`config.mk`:
```
export PLATFORM = sky130hd
export DESIGN_NAME = port_status_and_iso_maps
export DESIGN_NICKNAME = d
export VERILOG_FILES = /design/src/inc/port_iso_pkg.sv /design/src/rtl/port_status_and_iso_maps.sv
export VERILOG_INCLUDE_DIRS = /design/src /design/src/inc
export SDC_FILE = /design/constraint.sdc
export NUM_CORES = 1
export LEC_CHECK = 0
export BUFFER_PORTS_ARGS = -buffer_cell sky130_fd_sc_hd__buf_2
export CAP_MARGIN = 15
export CORE_MARGIN = 1
export CORE_UTILIZATION = 57
export CTS_BUF_LIST = sky130_fd_sc_hd__clkbuf_4
export DETAILED_ROUTE_END_ITERATION = 10
export GPL_TIMING_DRIVEN = 1
export PLACE_DENSITY = 0.92
export REMOVE_ABC_BUFFERS = 1
export SLEW_MARGIN = 20
export SYNTH_ARGS = -nofsm -noshare
export SYNTH_HDL_FRONTEND = slang
export SYNTH_SLANG_ARGS = --single-unit
export TNS_END_PERCENT = 5
```
`constraint.sdc`:
```
create_clock -name i_clk_sys -period 3.4 [get_ports i_clk_sys]
set_input_delay 0.34 -clock i_clk_sys [delete_from_list [all_inputs] [get_ports i_clk_sys]]
set_output_delay 0.34 -clock i_clk_sys [all_outputs]
set_load 0.005 [all_outputs]
```
`src/inc/port_iso_defines.svh`:
```
/*
  Offsets, field positions and reset values of the port status register and the
  isochronous descriptor bitmaps. Assumes byte addresses on the processor bus.
*/
`ifndef PORT_ISO_DEFINES_SVH
`define PORT_ISO_DEFINES_SVH

`define ADDR_PORT_STATE 16'h0064
`define ADDR_ISO_COMPLETION 16'h0130
`define ADDR_ISO_BYPASS 16'h0134

`define BIT_TEST_HI 19
`define BIT_TEST_LO 16
`define BIT_IND_HI 15
`define BIT_IND_LO 14
`define BIT_HANDOFF 13
`define BIT_SUPPLY 12
`define BIT_RESET 8
`define BIT_ASLEEP 7
`define BIT_RESUME 6
`define BIT_ENABLED 2
`define BIT_CHANGED 1
`define BIT_LINE_DP 11
`define BIT_LINE_DM 10
`define BIT_PRESENT 0

`define RST_COMPLETION 32'h00000000
`define RST_BYPASS 32'hffffffff
`define RST_HANDOFF 1'h1

`endif

```
`src/inc/port_iso_pkg.sv`:
```
/*
  Types of the port status and isochronous bitmap block.
  Assumes port_iso_defines.svh is compiled alongside.
*/
package port_iso_pkg;

	typedef struct packed {
		logic [1:0] dp_sync;
		logic [1:0] dm_sync;
		logic [1:0] attach_sync;
		logic setup_prev;
		logic [3:0] test_select;
		logic [1:0] indicator_select;
		logic companion_handoff;
		logic supply_switch_on;
		logic bus_reset_active;
		logic port_asleep;
		logic resume_drive;
		logic link_enabled;
		logic attach_changed;
		logic attach_present;
		logic test_mode_active;
		logic [31:0] completion;
		logic [31:0] bypass;
		logic [31:0] desc_process;
		logic follow_successor;
		logic [31:0] rdata;
		logic rdata_valid;
	} state_type;

endpackage

```
`src/rtl/port_status_and_iso_maps.sv`:
```
/*
  Port status and control register of downstream port 1 and the isochronous
  descriptor completion and bypass bitmaps, behind the processor register bus.
  Assumes single-cycle read and write strobes on i_clk_sys, line and attach
  levels coming from the transceiver asynchronously, and the scheduler and
  configuration logic on the same clock.
*/
`timescale 1ns/1ns
`include "port_iso_defines.svh"

module port_status_and_iso_maps
	import port_iso_pkg::*;
(
	input wire logic i_clk_sys,
	input wire logic i_rstn,
	input wire logic i_cs,
	input wire logic i_rd_strobe,
	input wire logic i_wr_strobe,
	input wire logic [15:0] i_addr,
	input wire logic [31:0] i_wdata,
	input wire logic i_dp,
	input wire logic i_dm,
	input wire logic i_attach,
	input wire logic i_setup_done_flag,
	input wire logic i_supply_switch_capable,
	input wire logic i_indicator_capable,
	input wire logic [31:0] i_desc_done,
	input wire logic [31:0] i_desc_armed,
	input wire logic [4:0] i_current_idx,
	input wire logic i_successor_valid,
	output logic [31:0] o_rdata,
	output logic o_rdata_valid,
	output logic [3:0] o_test_select,
	output logic o_test_mode_active,
	output logic [1:0] o_indicator_select,
	output logic o_companion_handoff,
	output logic o_supply_switch_on,
	output logic o_bus_reset_active,
	output logic o_port_asleep,
	output logic o_resume_drive,
	output logic o_link_enabled,
	output logic [31:0] o_desc_process,
	output logic o_follow_successor
);

	state_type s;
	state_type next_s;
	logic power;
	logic attach;
	logic wr_port;
	logic state_wr;
	logic rd_any;
	logic rd_completion;
	logic [31:0] port_word;

	/****************************************************************
	 * Bus decode and port read word
	 ****************************************************************/
	assign power = i_supply_switch_capable ? s.supply_switch_on : 1'b1;
	assign attach = s.attach_sync[1] & power;
	assign wr_port = i_cs & i_wr_strobe & (i_addr == `ADDR_PORT_STATE);
	assign state_wr = wr_port & power;
	assign rd_any = i_cs & i_rd_strobe;
	assign rd_completion = rd_any & (i_addr == `ADDR_ISO_COMPLETION);

	// Status bits other than the line state, test select and handoff bits are gated by power here too, since the stored copies clear
	// one cycle after power drops and a read in between must still see zero.
	always_comb
	begin
		port_word = 32'h00000000;
		port_word[`BIT_TEST_HI:`BIT_TEST_LO] = s.test_select;
		port_word[`BIT_IND_HI:`BIT_IND_LO] = power ? s.indicator_select : 2'h0;
		port_word[`BIT_HANDOFF] = s.companion_handoff;
		port_word[`BIT_SUPPLY] = power;
		port_word[`BIT_LINE_DP] = s.dp_sync[1];
		port_word[`BIT_LINE_DM] = s.dm_sync[1];
		port_word[`BIT_RESET] = power & s.bus_reset_active;
		port_word[`BIT_ASLEEP] = power & s.port_asleep;
		port_word[`BIT_RESUME] = power & s.resume_drive;
		port_word[`BIT_ENABLED] = power & s.link_enabled;
		port_word[`BIT_CHANGED] = power & s.attach_changed;
		port_word[`BIT_PRESENT] = power & s.attach_present;
	end

	/****************************************************************
	 * Next state
	 ****************************************************************/
	always_comb
	begin
		next_s = s;
		next_s.dp_sync = {s.dp_sync[0], i_dp};
		next_s.dm_sync = {s.dm_sync[0], i_dm};
		next_s.attach_sync = {s.attach_sync[0], i_attach};
		next_s.setup_prev = i_setup_done_flag;

		if (!i_supply_switch_capable)
			next_s.supply_switch_on = 1'b1;
		else if (wr_port)
			next_s.supply_switch_on = i_wdata[`BIT_SUPPLY];

		if (state_wr)
			next_s.test_select = i_wdata[`BIT_TEST_HI:`BIT_TEST_LO];
		next_s.test_mode_active = (s.test_select != 4'h0);

		if (state_wr && i_indicator_capable)
			next_s.indicator_select = i_wdata[`BIT_IND_HI:`BIT_IND_LO];

		if (wr_port)
			next_s.companion_handoff = i_wdata[`BIT_HANDOFF];
		if (i_setup_done_flag && !s.setup_prev)
			next_s.companion_handoff = 1'b0;
		if (!i_setup_done_flag)
			next_s.companion_handoff = 1'b1;

		next_s.attach_present = attach;
		if (state_wr && i_wdata[`BIT_CHANGED])
			next_s.attach_changed = 1'b0;
		if (attach != s.attach_present)
			next_s.attach_changed = 1'b1;

		if (state_wr && !i_wdata[`BIT_ENABLED])
			next_s.link_enabled = 1'b0;
		// bus reset start and end; the port enables at reset end if attached.
		if (state_wr && i_wdata[`BIT_RESET])
		begin
			next_s.bus_reset_active = 1'b1;
			next_s.link_enabled = 1'b0;
		end
		else if (state_wr && s.bus_reset_active)
		begin
			next_s.bus_reset_active = 1'b0;
			next_s.link_enabled = attach;
		end

		if (state_wr && i_wdata[`BIT_ASLEEP] && s.link_enabled)
			next_s.port_asleep = 1'b1;

		// remote K-state wakes a sleeping port
		if (s.port_asleep && s.dm_sync[1] && !s.dp_sync[1] && !s.resume_drive)
			next_s.resume_drive = 1'b1;
		if (state_wr && i_wdata[`BIT_RESUME] && s.port_asleep)
			next_s.resume_drive = 1'b1;
		else if (state_wr && !i_wdata[`BIT_RESUME] && s.resume_drive)
		begin
			next_s.resume_drive = 1'b0;
			next_s.port_asleep = 1'b0;
		end

		// A detach drops the link at once; software sees it through bit 1.
		if (!attach)
		begin
			next_s.link_enabled = 1'b0;
			next_s.port_asleep = 1'b0;
			next_s.resume_drive = 1'b0;
		end

		if (!power)
		begin
			next_s.indicator_select = 2'h0;
			next_s.bus_reset_active = 1'b0;
			next_s.port_asleep = 1'b0;
			next_s.resume_drive = 1'b0;
			next_s.link_enabled = 1'b0;
			next_s.attach_changed = 1'b0;
		end

		// read clears, and completion sets win
		next_s.completion = (rd_completion ? 32'h00000000 : s.completion) | i_desc_done;

		if (i_cs && i_wr_strobe && (i_addr == `ADDR_ISO_BYPASS))
			next_s.bypass = i_wdata;
		next_s.desc_process = i_desc_armed & ~s.bypass;
		next_s.follow_successor = i_successor_valid & ~s.bypass[i_current_idx];

		next_s.rdata_valid = rd_any;
		if (rd_any)
		begin
			unique case (i_addr)
				`ADDR_PORT_STATE: next_s.rdata = port_word;
				`ADDR_ISO_COMPLETION: next_s.rdata = s.completion;
				`ADDR_ISO_BYPASS: next_s.rdata = s.bypass;
				default: next_s.rdata = 32'h00000000;
			endcase
		end
	end

	/****************************************************************
	 * State register
	 ****************************************************************/
	always_ff @(posedge i_clk_sys or negedge i_rstn)
	begin
		if (!i_rstn)
		begin
			s <= '0;
			s.attach_present <= 1'b0;
			s.link_enabled <= 1'b0;
			s.companion_handoff <= `RST_HANDOFF;
			s.completion <= `RST_COMPLETION;
			s.bypass <= `RST_BYPASS;
		end
		else
			s <= next_s;
	end

	assign o_rdata = s.rdata;
	assign o_rdata_valid = s.rdata_valid;
	assign o_test_select = s.test_select;
	assign o_test_mode_active = s.test_mode_active;
	assign o_indicator_select = s.indicator_select;
	assign o_companion_handoff = s.companion_handoff;
	assign o_supply_switch_on = s.supply_switch_on;
	assign o_bus_reset_active = s.bus_reset_active;
	assign o_port_asleep = s.port_asleep;
	assign o_resume_drive = s.resume_drive;
	assign o_link_enabled = s.link_enabled;
	assign o_desc_process = s.desc_process;
	assign o_follow_successor = s.follow_successor;

	/****************************************************************
	 * Assertions
	 ****************************************************************/
	a_handoff_forced: assert property (@(posedge i_clk_sys) disable iff (!i_rstn)
		!i_setup_done_flag |=> o_companion_handoff)
		else $error("handoff not forced while unconfigured");

	a_handoff_cleared: assert property (@(posedge i_clk_sys) disable iff (!i_rstn)
		(i_setup_done_flag && !s.setup_prev) |=> !o_companion_handoff)
		else $error("handoff not cleared on setup rise");

	a_unpowered_frozen: assert property (@(posedge i_clk_sys) disable iff (!i_rstn)
		(wr_port && !power) |=> $stable(o_test_select) && !o_bus_reset_active)
		else $error("port state changed while unpowered");

	a_indicator_ignored: assert property (@(posedge i_clk_sys) disable iff (!i_rstn)
		(state_wr && !i_indicator_capable) |=> $stable(o_indicator_select))
		else $error("indicator written without capability");

	a_test_flag: assert property (@(posedge i_clk_sys) disable iff (!i_rstn)
		state_wr ##2 1'b1
		|-> o_test_mode_active == ($past(i_wdata[`BIT_TEST_HI:`BIT_TEST_LO], 2) != 4'h0))
		else $error("test mode flag mismatch");

	a_reset_disables: assert property (@(posedge i_clk_sys) disable iff (!i_rstn)
		(state_wr && i_wdata[`BIT_RESET]) |=> o_bus_reset_active && !o_link_enabled)
		else $error("bus reset did not start or enable stayed");

	a_unpowered_zero: assert property (@(posedge i_clk_sys) disable iff (!i_rstn)
		(rd_any && i_addr == `ADDR_PORT_STATE && !power)
		|=> (o_rdata[`BIT_IND_HI:`BIT_IND_LO] == 2'h0)
		&& (o_rdata[`BIT_RESET:`BIT_RESUME] == 3'h0)
		&& (o_rdata[`BIT_ENABLED:`BIT_PRESENT] == 3'h0))
		else $error("status bits nonzero while unpowered");

	a_done_kept: assert property (@(posedge i_clk_sys) disable iff (!i_rstn)
		(|i_desc_done) |=> (s.completion & $past(i_desc_done)) == $past(i_desc_done))
		else $error("completion lost");

	a_read_clears: assert property (@(posedge i_clk_sys) disable iff (!i_rstn)
		(rd_completion && i_desc_done == 32'h00000000) |=> s.completion == 32'h00000000)
		else $error("completion not cleared by read");

	a_bypass_skips: assert property (@(posedge i_clk_sys) disable iff (!i_rstn)
		1'b1 |=> (o_desc_process & $past(s.bypass)) == 32'h00000000)
		else $error("bypassed descriptor processed");

	a_successor_ignored: assert property (@(posedge i_clk_sys) disable iff (!i_rstn)
		s.bypass[i_current_idx] |=> !o_follow_successor)
		else $error("bypassed successor followed");

	// The checks below, except a_line_levels, watch stored state rather than the read word, because the read
	// path gates by power and would hide a wrong update while the port is unpowered.
	// A failure in those therefore points at the update logic, not at the read mux.

	a_line_levels: assert property (@(posedge i_clk_sys) disable iff (!i_rstn)
		(rd_any && i_addr == `ADDR_PORT_STATE)
		|=> o_rdata[`BIT_LINE_DP:`BIT_LINE_DM] == $past({s.dp_sync[1], s.dm_sync[1]}))
		else $error("line state bits do not follow the lines");

	a_change_flagged: assert property (@(posedge i_clk_sys) disable iff (!i_rstn)
		(power && s.attach_sync[1] != s.attach_present) |=> s.attach_changed)
		else $error("attach change not flagged");

	a_present_follows: assert property (@(posedge i_clk_sys) disable iff (!i_rstn)
		power |=> s.attach_present == $past(s.attach_sync[1]))
		else $error("attach present does not follow the attach level");

	a_resume_on_k: assert property (@(posedge i_clk_sys) disable iff (!i_rstn)
		(power && attach && s.port_asleep && s.dm_sync[1] && !s.dp_sync[1] && !state_wr)
		|=> o_resume_drive)
		else $error("resume not shown for a remote K-state");

	a_detached_disabled: assert property (@(posedge i_clk_sys) disable iff (!i_rstn)
		!attach |=> !o_link_enabled)
		else $error("port enabled with nothing attached");

	a_bus_reset_ends: assert property (@(posedge i_clk_sys) disable iff (!i_rstn)
		(state_wr && !i_wdata[`BIT_RESET] && s.bus_reset_active) |=> !o_bus_reset_active)
		else $error("bus reset did not end");

	a_supply_fixed: assert property (@(posedge i_clk_sys) disable iff (!i_rstn)
		!i_supply_switch_capable |=> o_supply_switch_on)
		else $error("supply bit not held on without switching capability");

endmodule

```
* Word level (Yosys, flattened, before mapping)
Cells that the tools add are included.
** Word-level totals
- Logic and storage cells :: 100
- Register bits after elaboration :: 152
** Cells by class
- Eq/ne operators :: 11
- Reduce and logical (&&, ||, !) cells :: 23
- Bitwise gates (word level) :: 17
- Order comparisons :: 1
- Muxes and demuxes :: 27
** Operators with widths (count)
- one-hot mux 32 bit (3 select lines) :: 1
- bitwise AND 32 bit :: 1
- equality test 16 x 9 -> 1 bit, second input constant :: 2
- two-way mux 32 bit :: 1
- NOT 32 bit :: 1
- OR 32 bit :: 1
- two-way mux 1 bit :: 18
- logical AND 1 bit :: 17
- equality test 16 x 7 -> 1 bit, second input constant :: 1
- bitwise AND 1 bit :: 13
- != test 5 x 2 -> 1 bit, second input constant :: 2
- != test 3 x 1 -> 1 bit, second input constant :: 3
- two-way mux 2 bit :: 4
- less-than comparator 5 x 6 -> 1 bit, second input constant :: 1
- binary-select mux 1 bit (select 5 bit) :: 1
- zero test 1 bit :: 5
- two-way mux 5 bit :: 1
- != test 2 x 1 -> 1 bit, second input constant :: 2
- nonzero test 4 bit :: 1
- two-way mux 3 bit :: 1
- != test 1 bit :: 1
- NOT 1 bit :: 1

* Longest topological paths before layout
- Depth in word-level cells :: 10
- Gate-level depth with buffers :: 6

* Worst setup path before layout
Ideal clock, no wire load.
- Kind :: input to register
- Start :: input port i_addr[13]
- End :: register s, in the netlist o_test_select[0]
- Arrival :: 2163 ps
- Library setup time :: 125 ps
- Path slack :: 1112 ps
- Cell stages on the path :: 5
- Data required time :: 3275 ps
- Cells stage by stage :: or4_4 > buf_6 > or4_4 > nor3_4 > mux2_2
** On the way
- Word-level cells in the longest chain between the ends :: 3
** RTL lines
- start: declaration :: line port_status_and_iso_maps.sv:19 : input wire logic [15:0] i_addr,
- equality test 16 x 7 -> 1 bit
- bitwise AND 1 bit :: line port_status_and_iso_maps.sv:61 : assign wr_port = i_cs & i_wr_strobe & (i_addr == `ADDR_PORT_STATE);
- bitwise AND 1 bit :: line port_status_and_iso_maps.sv:62 : assign state_wr = wr_port & power;
- end signal: assignment :: line port_status_and_iso_maps.sv:202 : s <= next_s;
- end: declaration :: line port_status_and_iso_maps.sv:46 : state_type s;
Every way passes these cells.
A chain may end at the register's enable or synchronous reset.

* Worst setup path in the final report
- Start :: input port i_addr[13]
- End :: register s, in the netlist o_rdata[19]
** On the way
- Word-level cells in the longest chain between the ends :: 2
- Elaborated cells on any way between the ends :: 4
- Classes of those cells :: eq/ne: 3; mux: 1
** RTL lines
- equality test 16 x 9 -> 1 bit or equality test 16 x 7 -> 1 bit (tied branches) :: line port_status_and_iso_maps.sv:178 : unique case (i_addr)
- one-hot mux 32 bit (3 select lines) * :: line port_status_and_iso_maps.sv:178
Every way passes the cells marked *; elsewhere a longest branch is shown, timed or not.

==> metrics.txt <==
Synth Area in Adders=0%; Hold EP=s[78]; TNS Setup=0 ns; Ports=208; CP Capture Type=flop; P_int=2.590 mW; total track usage=31.30%; Avg WL per Cell=20.00 um; simple-gate portion of the synthesized area=11.11%; syn avg cell area=12.52 um2; CP Class=in2reg; required time worst endpoint=3.86 ns; share of layout cells above drive strength 1=43.37%; number of post-CTS setup repair buffers=0; area delta synth->final=28.17%; CTS tree=yes; Clock transition at path regs=0.12 ns; Clk Latency, worst-skew pair=0.57 ns; Core Region=11,470 um2; Max rail drop VDD=0.4671 mV; mapped cell area=6746 um2; largest cells by area after synthesis=dfrtp_1, dfstp_2, buf_4; number of buffers added to fix hold violations after cts=86; area leader, netlist=dfrtp_1; grt met1 use=36.14%; post-synth top area share=44.14%; WL final=18.56 mm; Logic pwr share=8.7%; Setup-failing EPs final=0; post-CTS resize count=0; Setup Slack @ Placement=0.8062 ns; worst r2r src=o_supply_switch_on; clk buf depth=2; via count=5,354; top cells by instance count after synthesis=dfrtp_1, buf_4, mux2_2; GRT overflow=0; H-Tree Depth=4; row count=39; hold crit path type=in2reg; Syn. warnings=0; Nets=900; Primary FF master, synth=dfrtp_1; Synth Area in Compound Gates=12.54%; initial antenna violation count=1; Remaining DRCs=0; post-DP HPWL=11.84 mm; die area=12,270 um2; die span in x=110.8 um; Clk pwr share=36.6%; run status=finished clean; GRT met3 Usage=7.326%; initial core utilization=58.83%; overall power=3.374 mW; switching power=0.7837 mW; worst-path fanout max=12; RSZ-0062 raised after global routing=no; final RePlAce weighted congestion=0.9284; Post-synth EDFFs=0; number of synthesized register bits=152; WP data arrival=2.47 ns; Routed Antenna Nets=0; clock root cell=clkbuf_4; cells after synthesis=539; via/cell ratio=5.769; first-pass GRT wire length=29.29 mm; final setup margin=1.397 ns; CTS buffer count=17; Slew HR=33.89%; CTS Sinks=152; Sw Share=23.23%; Tmin final=2.003 ns; met2 usage=54.53%; startpoint types=primary input; number of slew-limit violations in the final report=0; Fin Clk Skew=0.01968 ns; Worst Hold Launch=i_wdata[12]; die height=110.8 um; Final Hold Fails=0; Pwr Density=390.1 nW/um2; global route hottest layer=met2; number of global-route vias before repair=5,667; Worst R2R End=o_indicator_select[0]; Starting DRT DRC Count=419; Cells on Worst Hold Path=2; Final Cycle Share=58.93%; total of max-cap violations=0; R2R Setup Slk=1.51 ns; async set or reset register ratio after synthesis=100.0%; Worst-Margin Slew=0.9917 ns; xor/xnor cell area share of the yosys netlist=0.1298%; Max Clock Freq=0.4991 GHz; crit path launch=i_addr[13]; most numerous cell in the Yosys netlist=dfrtp_1; Yosys cell types=51; Worst R2R Path Depth=4; Port Buffer Count=207; Pre-antenna DRT Iters=5; largest family of logic cells by synthesized area=compound AO/OA/AOI/OAI gates; Seq/Total Area, Yosys=56.99%; Leakage=3.967 nW; dpl cells=806; pin count of the biggest net entering global routing=114; sequential fraction of design power=54.7%; Non-Filler Instances=928; post-synthesis mux area share=9.310%
==> how the worst max path moves through the flow <==
| stage | end | slack, ns | cells past startpoint |
|---|---|---|---|
| after floorplan | o_rdata[6] | 0.37 | 4 |
| after global placement | s[93] | 0.91 | 7 |
| after detailed placement | o_rdata[19] | 0.81 | 5 |
| after CTS | o_rdata[19] | 1.38 | 5 |
| after global routing | o_rdata[19] | 1.35 | 5 |
| final | o_rdata[19] | 1.40 | 5 |
==> flip-flops by register name, summed over array words and instances (netlist names), 2 cells and up <==
| name | cells |
|---|---|
| port_word | 2 |
| o_desc_process | 32 |
| o_test_select | 4 |
| o_rdata | 32 |
| next_s | 3 |
| s | 68 |
| o_indicator_select | 2 |
==> cell type report <==
type / count / area [um2]
Tap cell: 143 / 178.9
Timing Repair Buffer: 306 / 2021
Sequential cell: 152 / 3845
Fill cell: 730 / 2820
Clock buffer: 19 / 142.6
Clock inverter: 13 / 178.9
Antenna cell: 1 / 2.502
Inverter: 7 / 26.28
Multi-Input combinational cell: 287 / 2252
==> cell families after synthesis <==
group,after synthesis
xor gates and xnor gates,1
buffers and inverters,100
DFF,152
and+or+nand+nor,114
AOI/OAI and AO/OA,122
muxes,50
==> stage by stage <==
step	instance area [um2]	utilization, %	hold WS [ns]
floorplan	6103	-	0.04441
global placement	7428	64.78	0.3359
detailed placement	7428	64.78	0.3347
CTS	8611	75.09	0.0004936
global route	8647	75.41	0.02018
finish	8647	75.41	0.03709
==> metal layers <==
metal / up-vias / part of all wire, %
met5: - / 0
met3: 62 / 7.6
met2: 305 / 52
met1: 2649 / 37
li1: 2338 / -
met4: 0 / 3.8
==> placed cells by master (no fill, tap or decap), types with 25 or more instances in the layout <==
cell and n:
o21ai_0 30, a21o_1 32, buf_2 206, dlygate4sd3_1 89
dfrtp_1 119, nand2_1 32, nor2b_1 35, a22oi_1 25
mux2_2 38, dfstp_2 33
==> power by group through the flow <==
stage	Clock [mW]	Sequential, mW	Combinational (mW)
5_1_grt	1.32	1.85	0.320
4_1_cts	1.24	1.84	0.286
3_3_place_gp	0	1.88	0.203
6_report	1.23	1.85	0.294
3_5_place_dp	0	1.88	0.209
2_1_floorplan	0	1.88	0.0451
==> critical path, cell delays in order <==
cell	delay [ns]
buf_2	0.09
or4_4	0.67
nor4_4	0.86
a222oi_1	0.25
o21ai_0	0.25
No activity file was read; power rests on OpenSTA's default activity.
